--- src/sar_ctrl_pkg.sv ---
`default_nettype none
package sar_ctrl_pkg;
    localparam int unsigned CLK_PERIOD_NS        = 10;
    localparam int unsigned ACQ_PERIOD_NS        = 250;
    localparam int unsigned ACQ_CYCLES           =
        (ACQ_PERIOD_NS + CLK_PERIOD_NS - 1) / CLK_PERIOD_NS;
    localparam int unsigned CONV_PERIOD_NS       = 1750;
    localparam int unsigned CONV_CYCLES          = CONV_PERIOD_NS / CLK_PERIOD_NS;
    localparam int unsigned RESULT_WIDTH         = 16;
    localparam int unsigned INT_SCLK_DIV         = 4;

    typedef enum logic [2:0] {
        ST_ACQUIRE  = 3'h0,
        ST_WAIT_EDGE = 3'h1,
        ST_CONVERT  = 3'h2,
        ST_POWERED_DOWN = 3'h3
    } conv_state_type;

    typedef struct packed {
        logic chip_select_n;
        logic read_n;
        logic serial_mode;
        logic serial_clock_source_select;
        logic ext_sclk;
    } host_if_type;
endpackage
`default_nettype wire

--- src/result_store.sv ---
`default_nettype none
module result_store #(
    parameter int unsigned WIDTH = 16
) (
    input  wire logic             clk_i,
    input  wire logic             resetn_i,
    input  wire logic             load_i,
    input  wire logic [WIDTH-1:0] data_i,
    output logic      [WIDTH-1:0] data_o
);
    always_ff @(posedge clk_i) begin
        if (!resetn_i) begin
            data_o <= '0;
        end else if (load_i) begin
            data_o <= data_i;
        end
    end
endmodule
`default_nettype wire

--- src/sar_adc_conversion_control.sv ---
// Overview of operation
// - result bus driven only with select and read low
// - external serial clock ignored while deselected
// - high reset aborts conversion, restarts acquisition, keeps stored result
// - power-down finishes current conversion, then halts
// - high start at acquisition end: wait falling edge
// - low start at acquisition end: convert immediately
// - busy high from start until result latched
// - unfinished external read at completion: discard, flag
`default_nettype none
module sar_adc_conversion_control
    import sar_ctrl_pkg::*;
#(
    parameter int unsigned WIDTH       = sar_ctrl_pkg::RESULT_WIDTH,
    parameter int unsigned ACQ_COUNT   = sar_ctrl_pkg::ACQ_CYCLES,
    parameter int unsigned CONV_COUNT  = sar_ctrl_pkg::CONV_CYCLES
) (
    input  wire logic                     clk_i,
    input  wire logic                     resetn_i,
    input  wire logic                     device_reset_i,
    input  wire logic                     power_down_request_i,
    input  wire logic                     convert_start_n_i,
    input  wire sar_ctrl_pkg::host_if_type host_i,
    input  wire logic [WIDTH-1:0]         sar_code_i,
    output logic                          busy_o,
    output logic                          sample_hold_o,
    output logic                          powered_down_o,
    output logic [WIDTH-1:0]              parallel_data_o,
    output logic                          parallel_data_oe_n_o,
    output logic                          serial_result_out_o,
    output logic                          serial_result_oe_n_o,
    output logic                          serial_clock_out_o,
    output logic                          incomplete_read_flag_o
);
    import sar_ctrl_pkg::*;

    if (WIDTH < 2 || WIDTH > 32 || ACQ_COUNT < 1 || CONV_COUNT < 1) begin : g_bad_params
        $error("sar_adc_conversion_control: unsupported parameters");
    end

    localparam int unsigned CW = 16;
    localparam int unsigned BW = $clog2(WIDTH + 1);

    // ----------------------------------------
    // conversion sequencing
    // ----------------------------------------
    conv_state_type state_r;
    logic [CW-1:0]  cnt_r;
    logic           cnv_prev_r;
    logic           conv_done;
    logic           start_now;
    logic           cnv_fall;
    logic           acq_done;

    assign acq_done  = (cnt_r >= CW'(ACQ_COUNT - 1));
    assign cnv_fall  = cnv_prev_r && !convert_start_n_i;
    assign conv_done = (state_r == ST_CONVERT) && (cnt_r == CW'(CONV_COUNT - 1));
    // start only once acquisition has run its full time
    assign start_now = ((state_r == ST_ACQUIRE) && acq_done && !convert_start_n_i)
                    || ((state_r == ST_WAIT_EDGE) && cnv_fall);

    always_ff @(posedge clk_i) begin
        if (!resetn_i) begin
            cnv_prev_r <= 1'b1;
        end else begin
            cnv_prev_r <= convert_start_n_i;
        end
    end

    always_ff @(posedge clk_i) begin
        if (!resetn_i || device_reset_i) begin
            state_r <= ST_ACQUIRE;
            cnt_r   <= '0;
        end else begin
            unique case (state_r)
                ST_ACQUIRE: begin
                    if (power_down_request_i) begin
                        state_r <= ST_POWERED_DOWN;
                    end else if (start_now) begin
                        state_r <= ST_CONVERT;
                        cnt_r   <= '0;
                    end else if (acq_done) begin
                        state_r <= ST_WAIT_EDGE;
                    end else begin
                        cnt_r <= cnt_r + CW'(1);
                    end
                end
                ST_WAIT_EDGE: begin
                    if (power_down_request_i) begin
                        state_r <= ST_POWERED_DOWN;
                    end else if (start_now) begin
                        state_r <= ST_CONVERT;
                        cnt_r   <= '0;
                    end
                end
                ST_CONVERT: begin
                    // a power-down request never cuts the running conversion short
                    if (conv_done) begin
                        state_r <= power_down_request_i ? ST_POWERED_DOWN : ST_ACQUIRE;
                        cnt_r   <= '0;
                    end else begin
                        cnt_r <= cnt_r + CW'(1);
                    end
                end
                ST_POWERED_DOWN: begin
                    if (!power_down_request_i) begin
                        state_r <= ST_ACQUIRE;
                        cnt_r   <= '0;
                    end
                end
                default: begin
                    state_r <= ST_ACQUIRE;
                    cnt_r   <= '0;
                end
            endcase
        end
    end

    always_ff @(posedge clk_i) begin
        if (!resetn_i || device_reset_i) begin
            busy_o         <= 1'b0;
            sample_hold_o  <= 1'b0;
            powered_down_o <= 1'b0;
        end else begin
            if (start_now && !power_down_request_i) begin
                busy_o        <= 1'b1;
                sample_hold_o <= 1'b1;
            end else if (conv_done) begin
                busy_o        <= 1'b0;
                sample_hold_o <= 1'b0;
            end
            powered_down_o <= (state_r == ST_POWERED_DOWN);
        end
    end

    // ----------------------------------------
    // result register and shifter
    // ----------------------------------------
    logic [WIDTH-1:0] result;
    logic [WIDTH-1:0] shift_r;
    logic [BW-1:0]    bits_left_r;
    logic             read_open_r;
    logic             sel;
    logic             ext_mode;
    logic             sclk_prev_r;
    logic             sclk_rise;
    logic [3:0]       div_r;
    logic             int_tick;
    logic             shift_en;

    result_store #(
        .WIDTH (WIDTH)
    ) u_store (
        .clk_i    (clk_i),
        .resetn_i (resetn_i),
        .load_i   (conv_done),
        .data_i   (sar_code_i),
        .data_o   (result)
    );

    assign sel       = !host_i.chip_select_n && !host_i.read_n;
    assign ext_mode  = host_i.serial_mode && host_i.serial_clock_source_select;
    // clock edges outside chip select never reach the shifter
    assign sclk_rise = host_i.ext_sclk && !sclk_prev_r && !host_i.chip_select_n;
    assign int_tick  = (div_r == 4'(INT_SCLK_DIV - 1));
    assign shift_en  = ext_mode ? sclk_rise : (int_tick && serial_clock_out_o && sel);

    always_ff @(posedge clk_i) begin
        if (!resetn_i) begin
            sclk_prev_r <= 1'b0;
            div_r       <= '0;
        end else begin
            sclk_prev_r <= host_i.ext_sclk;
            div_r       <= int_tick ? 4'h0 : div_r + 4'h1;
        end
    end

    always_ff @(posedge clk_i) begin
        if (!resetn_i || device_reset_i) begin
            serial_clock_out_o <= 1'b0;
        end else if (int_tick) begin
            // the shared clock pin stays quiet during parallel reads
            serial_clock_out_o <= !ext_mode && host_i.serial_mode && sel
                                  && (bits_left_r != '0) && !serial_clock_out_o;
        end
    end

    always_ff @(posedge clk_i) begin
        if (!resetn_i || device_reset_i) begin
            shift_r                <= '0;
            bits_left_r            <= '0;
            read_open_r            <= 1'b0;
            incomplete_read_flag_o <= 1'b0;
        end else begin
            incomplete_read_flag_o <= 1'b0;
            if (conv_done) begin
                // an unfinished read loses its word to the new one
                if (ext_mode && read_open_r) begin
                    incomplete_read_flag_o <= 1'b1;
                end
                shift_r     <= sar_code_i;
                bits_left_r <= BW'(WIDTH);
                read_open_r <= 1'b0;
            end else if (shift_en && bits_left_r != '0) begin
                shift_r     <= {shift_r[WIDTH-2:0], 1'b0};
                bits_left_r <= bits_left_r - BW'(1);
                read_open_r <= (bits_left_r != BW'(1));
            end
        end
    end

    // ----------------------------------------
    // output bus gating
    // ----------------------------------------
    always_ff @(posedge clk_i) begin
        if (!resetn_i) begin
            parallel_data_o      <= '0;
            parallel_data_oe_n_o <= 1'b1;
            serial_result_out_o  <= 1'b0;
            serial_result_oe_n_o <= 1'b1;
        end else begin
            parallel_data_o      <= result;
            parallel_data_oe_n_o <= !(sel && !host_i.serial_mode);
            serial_result_out_o  <= shift_r[WIDTH-1];
            serial_result_oe_n_o <= !(sel && host_i.serial_mode);
        end
    end
endmodule
`default_nettype wire

--- config.mk ---
export PLATFORM = sky130hd
export DESIGN_NAME = sar_adc_conversion_control
export DESIGN_NICKNAME = d
export VERILOG_FILES = /design/src/sar_ctrl_pkg.sv /design/src/result_store.sv /design/src/sar_adc_conversion_control.sv
export SDC_FILE = /design/constraint.sdc
export NUM_CORES = 1
export LEC_CHECK = 0
export ABC_AREA = 1
export BUFFER_PORTS_ARGS = -buffer_cell sky130_fd_sc_hd__buf_2
export CAP_MARGIN = 20
export CORE_MARGIN = 2
export CORE_UTILIZATION = 42
export CTS_CLUSTER_DIAMETER = 40
export DETAILED_ROUTE_END_ITERATION = 8
export PLACE_DENSITY = 0.68
export SETUP_SLACK_MARGIN = 0.02
export SKIP_LAST_GASP = 1
export SYNTH_ARGS = -nofsm -noshare
export SYNTH_HDL_FRONTEND = slang
export SYNTH_SLANG_ARGS = --single-unit
--- constraint.sdc ---
create_clock -name clk_i -period 1.8 [get_ports clk_i]
set_input_delay 0.27 -clock clk_i [delete_from_list [all_inputs] [get_ports clk_i]]
set_output_delay 0.27 -clock clk_i [all_outputs]
set_load 0.01 [all_outputs]
==> metrics.cfg, run 1 <==
[clock_network]
htreeDepth=3
cts_root_buf=clkbuf_8
cts_buffers=9
clock-sinks=85
ctsLongestPathBuffers=2
clock_latency_ps=360
cts.reportedPaths.clkPinSlew_ps=90
cts_tree=built

[drt]
wl_per_cell_um=12.5
vias=3183
drc=0
wl_mm=7.91
drtPass1Iterations=4
avgViaCountPerCell=5.05
first_iter_violations=80
ant_nets=0

[timing]
tightestPinTransition_ps=402
worst_clock_skew_ps=13.6
setup_viol=0
slew_viol_final=0
hold_violations=0
fin_ws_ps=75.7
fin_crit_sh_pct=95.8
rsz0062_at_grt=yes
slew_headroom_pct=73.2
min_period_ps=1720
max_freq_mhz=580

[die]
start_util_pct=43.7
io-pin-count=50
core_area_mm2=0.00830
row_count=33
die_w_um=96.9
dieArea_mm2=0.00939
die_y_um=96.9

[yosys]
yosysSeqAreaShare_pct=46.9
synthCells=457
ys_types=38
netlist.area_leader.share_pct=46.9
avgSynthCellArea_um2=7.93
yosysTopAreaCell=dfxtp_1
synth_commonest_cells=87 x nand2_1, 85 x dfxtp_1, 53 x inv_1, 35 x nor2_1, 24 x o21ai_0
synthFlopType=dfxtp_1
synth_enable_flop_cells=0
synth_area_leaders=dfxtp_1 47%, nand2_1 9.0%, inv_1 5.5%
yosys_warnings=0
synthArstFlopShare_pct=0
syn-cell-area_mm2=0.00363
yosys_register_bits=85
syn-num-nets=490
yosysMostFrequentCell=nand2_1

[placed_design]
placedCellCount=609
gp_congestion=0.831
port_buffers=49
dp_slack_ps=8.09
dp_hpwl_mm=5.41

[run_status]
status=finished clean

[worst_setup_path]
arrival_ps=1970
cp.required_ps=2040
crit_buf_inv=3
cp_slowest_cell=dfxtp_2
cpLargestDelayFamily=simple AND/OR/NAND/NOR gates
max_stage_delay_ps=330
path_class=reg -> reg
critPathLaunchType=flip-flop
cp_max_fo=3
crit_path_end_kind=flip-flop
cp_cell_sequence=inv_2 > ha_1 > nand3_2 > nor3_4 > nand3_4 > buf_4 > nand2_1 > inv_1 > a21oi_1 > nor2_1

[finish]
finalNonFillerCells=630
nFillCells=773
final_layout_size_suffix_gt1_share_pct=24.2
areaGrowthSynthToFinish_pct=20.8
nets=553
diodes=0
utilization_pct=52.8

[grt]
overflow=0
grt_max_degree=23
grt_pass1_vias=2906
grt_pass1_wl_mm=13.2
antenna_found_initial=0
grt_util_all_layers_pct=16.8

[power]
power_density_mw_per_mm2=801
peakVddDrop_v=0.000449
p_leak_nw=1.97

[flow_run]
cap_violations=0

[min_path]
worst_hold_path_type=in -> reg

-- registers in the layout, indices dropped and copies added (netlist names) --
name,count
serial_result_out_o,1
parallel_data_o,16
serial_clock_out_o,1
powered_down_o,1
u_store.data_o,16
div_r,4
cnt_r,16
cnv_prev_r,1
read_open_r,1
shift_r,16
bits_left_r,5
state_r,2
incomplete_read_flag_o,1
sclk_prev_r,1
sample_hold_o,1
parallel_data_oe_n_o,1
serial_result_oe_n_o,1
-- through the flow --
step / hold slack [ps] / TNS (ps) / area (um2) / total power, W
after floorplan: 354 / 0 / 3630 / 0.00208
after global placement: 417 / 0 / 4010 / 0.00215
after detailed placement: 418 / 0 / 4010 / 0.00216
after CTS: 98.8 / 0 / 4250 / 0.00352
after global routing: 95.6 / -173 / 4380 / 0.00366
final: 109 / 0 / 4380 / 0.00351
-- power by group --
group / total (W) / leakage, nW / switching, W / internal, W
registers: 0.00191 / 0.688 / 0.0000124 / 0.00190
clock network: 0.00138 / 0.0982 / 0.000726 / 0.000658
logic: 0.000216 / 1.18 / 0.000136 / 0.0000802
total: 0.00351 / 1.97 / 0.000874 / 0.00263
-- cell type report --
class	instances	area, um2	area share, %
clock inverters	7	78.8	1.80
flip-flops and latches	85	1710	38.9
clock buffers	9	124	2.83
well taps	105	131	3.00
multi-input cells	300	1660	37.9
repair buffers	68	459	10.5
inverters	56	223	5.08
-- worst paths after layout --
path	from	to	slack, ps	cells past startpoint
setup / recovery	cnt_r[0]	bits_left_r[4]	80	10
hold / removal	host_i[0]	sclk_prev_r	110	3
setup reg to reg	cnt_r[0]	bits_left_r[4]	80	10
hold reg to reg	u_store.data_o[11]	parallel_data_o[11]	430	2
-- cells in the final DEF (no fill, tap or decap), drive strengths merged --
cell type and count:
nand2 101, dfxtp 85, buf 66, inv 59, o21ai 39, nor2 37
nand3 22, a21oi 20, o21a 19, o22ai 16, clkbuf 10, nand4 8
nor3 8, xor2 7, ha 7, o211ai 3, nand3b 2, o21bai 2
or2 2, a31oi 2, clkinvlp 2, a211o 1, a31o 1, o31ai 1
a41oi 1, nor3b 1, clkinv 1, bufinv 1, bufbuf 1
-- logic make-up after synthesis --
kind of cell | share of synthesized area, %
compound gates | 17.2
xor+xnor | 1.69
fa+ha+maj | 2.42
buf+inv | 8.94
flops | 46.9
simple gates | 22.9
-- metal layers --
layer  part of all wire [%]  track usage [%]  vias to the layer above
li1                       -                -                     1642
met1                     47             22.2                     1466
met2                     47             26.4                       61
met3                    4.0             4.05                       14
met4                    1.5             6.61                        0
met5                      0                0                        -
-- worst min-delay path, stage by stage --
cell	delay, ps
buf_2	80
nand2_1	40
inv_1	40
-- repair_timing --
item	4_1_cts	5_1_grt
setup buffers	1	2
gates cloned	1	1
pin swaps	0	2
resized for setup	0	29
setup endpoints to repair	2	43
hold buffers	0	0
Power figures use the tool's default switching activity.
==> run 2: changes to the inputs <==
REMOVE_ABC_BUFFERS = 1   (was not set)
==> run 2 against run 1 <==
Effect of this change: total power is 1.6% lower; global-route usage is 0.79 points lower; non-clock buffer count is 1 lower; sequential power hardly changed; highest routed layer unchanged; critical path type unchanged; combinational power hardly changed; flip-flop and latch count stayed put; wire length is 1.8% lower; clock power is 4% lower.
==> metrics.cfg, run 2 (synthesis results as in run 1) <==
[worst_setup_path]
reg2reg_depth=10  ; unchanged
cp_max_fo=8  ; was 3
arrival_ps=1990  ; was 1970 ps
path_class=reg -> reg  ; unchanged
critPathLaunchType=flip-flop  ; unchanged
crit_path_end_kind=flip-flop  ; unchanged
cp.required_ps=2100  ; was 2040 ps

[timing]
hold_violations=0  ; unchanged
tightestPinTransition_ps=310  ; was 402 ps
worst_clock_skew_ps=12.4  ; was 13.6 ps
holdWs_ps=117  ; was 109 ps
rsz0062_at_grt=yes  ; unchanged
setup_viol=0  ; unchanged
slew_viol_final=0  ; unchanged
max_freq_mhz=591  ; was 580 MHz
min_period_ps=1690  ; was 1720 ps
fin_crit_sh_pct=94.0  ; was 95.8%
fin_ws_ps=108  ; was 75.7 ps
slew_headroom_pct=79.3  ; was 73.2%

[die]
die_y_um=96.9  ; unchanged
row_count=33  ; unchanged
die_w_um=96.9  ; unchanged
start_util_pct=43.7  ; unchanged
core_area_mm2=0.00830  ; unchanged
io-pin-count=50  ; unchanged
dieArea_mm2=0.00939  ; unchanged

[power]
peakVddDrop_v=0.000441  ; was 0.000449 V
p_leak_nw=1.95  ; was 1.97 nW
power_density_mw_per_mm2=796  ; was 801 mW/mm2

[grt]
grt_max_degree=33  ; was 23
grt_pass1_wl_mm=12.7  ; was 13.2 mm
antenna_found_initial=0  ; unchanged
grt_util_all_layers_pct=16.0  ; was 16.8%
gr-max-usage-layer=met2  ; unchanged
use_met1_pct=20.7  ; was 22.2%
grtUsageMet2_pct=25.3  ; was 26.4%
grt_pass1_vias=3008  ; was 2906
overflow=0  ; unchanged
gr-usage-met3_pct=3.40  ; was 4.05%

[flow_run]
cap_violations=0  ; unchanged

[placed_design]
gp_congestion=0.859  ; was 0.831
dp_slack_ps=44.6  ; was 8.09 ps
place_area_mm2=0.00401  ; unchanged
dp_hpwl_mm=5.23  ; was 5.41 mm
port_buffers=49  ; unchanged

[clock_network]
ctsLongestPathBuffers=2  ; unchanged
clock-sinks=85  ; unchanged
cts_buffers=9  ; unchanged
ctsHoldBuffers=0  ; unchanged
htreeDepth=3  ; unchanged
cts_tree=built  ; unchanged
cts.reportedPaths.clkPinSlew_ps=90  ; about the same
cts_root_buf=clkbuf_8  ; unchanged
clock_latency_ps=350  ; was 360 ps

[finish]
nFillCells=793  ; was 773
final_layout_size_suffix_gt1_share_pct=23.9  ; was 24.2%
nets=553  ; unchanged
diodes=0  ; unchanged
areaGrowthSynthToFinish_pct=19.6  ; was 20.8%
final_common_cell=nand2_1  ; unchanged
fin_area_mm2=0.00434  ; was 0.00438 mm2
ff_latch_area_mm2=0.00171  ; about the same
final_cell_mix=84 x nand2_1, 81 x dfxtp_1, 51 x inv_1  ; was 85 x nand2_1, 82 x dfxtp_1, 51 x inv_1
multi_input_area_mm2=0.00165  ; was 0.00166 mm2

[min_path]
worst_hold_path_type=in -> reg  ; unchanged
worstHoldPathCells=3  ; unchanged

[run_status]
status=finished clean  ; unchanged

[drt]
vias=3159  ; was 3183
drc=0  ; unchanged
ant_nets=0  ; unchanged
wl_mm=7.76  ; was 7.91 mm
drtPass1Iterations=4  ; unchanged
wl_per_cell_um=12.3  ; was 12.5 um
first_iter_violations=144  ; was 80
avgViaCountPerCell=5.02  ; was 5.05

[run 2: final cells by class]
cell class / count / share of cell area (%)
clock buffers: 9 / 2.86
multi-input cells: 301 / 38.1
clock inverters: 6 / 1.59
well taps: 105 / 3.03
flip-flops and latches: 85 / 39.3
repair buffers: 67 / 10.0
inverters: 56 / 5.02
[run 2: metal layers]
layer / vias up / routed length, um / part of all wire (%)
li1: 1639 / - / -
met1: 1451 / 3810 / 49
met2: 61 / 3590 / 46
met3: 8 / 261 / 3.4
met4: 0 / 102 / 1.3
met5: - / 0 / 0
[run 2: through the flow]
stage | util, % | power [W] | cells | setup TNS (ps)
after global placement | 48.3 | 0.00215 | 609 | 0
after detailed placement | 48.3 | 0.00215 | 609 | 0
after global routing | 52.3 | 0.00361 | 629 | -30.1
after floorplan | - | 0.00206 | 441 | -162
after CTS | 50.6 | 0.00348 | 624 | 0
final | 52.3 | 0.00345 | 629 | 0
[run 2: power breakdown]
| part | total, W | switching [W] | internal (W) |
|---|---|---|---|
| Sequential | 0.00191 | 0.0000130 | 0.00190 |
| Clock | 0.00133 | 0.000686 | 0.000646 |
| Combinational | 0.000213 | 0.000134 | 0.0000793 |
| Total | 0.00345 | 0.000832 | 0.00262 |
[run 2: repair_timing]
item / 4_1_cts / 5_1_grt
gates resized for setup: 0 / 31
buffers inserted: 0 / 2
setup endpoints to repair: 0 / 29
[run 2: worst paths after layout]
kind	end	slack, ps	start
worst max-delay path	shift_r[14]	110	cnt_r[0]
worst min-delay path	sclk_prev_r	120	host_i[0]
worst max register to register	shift_r[14]	110	cnt_r[0]
worst min register to register	div_r[0]	420	div_r[0]
[run 2: critical path, stage by stage, from the launching register on]
cell and delay, ps:
dfxtp_2 350, inv_2 80, ha_1 140, nand3_1 120, nor3_4 240, nand3_4 130, clkinv_4 90, clkbuf_16 160
nand2_2 60, o21ai_1 130, o21a_1 140
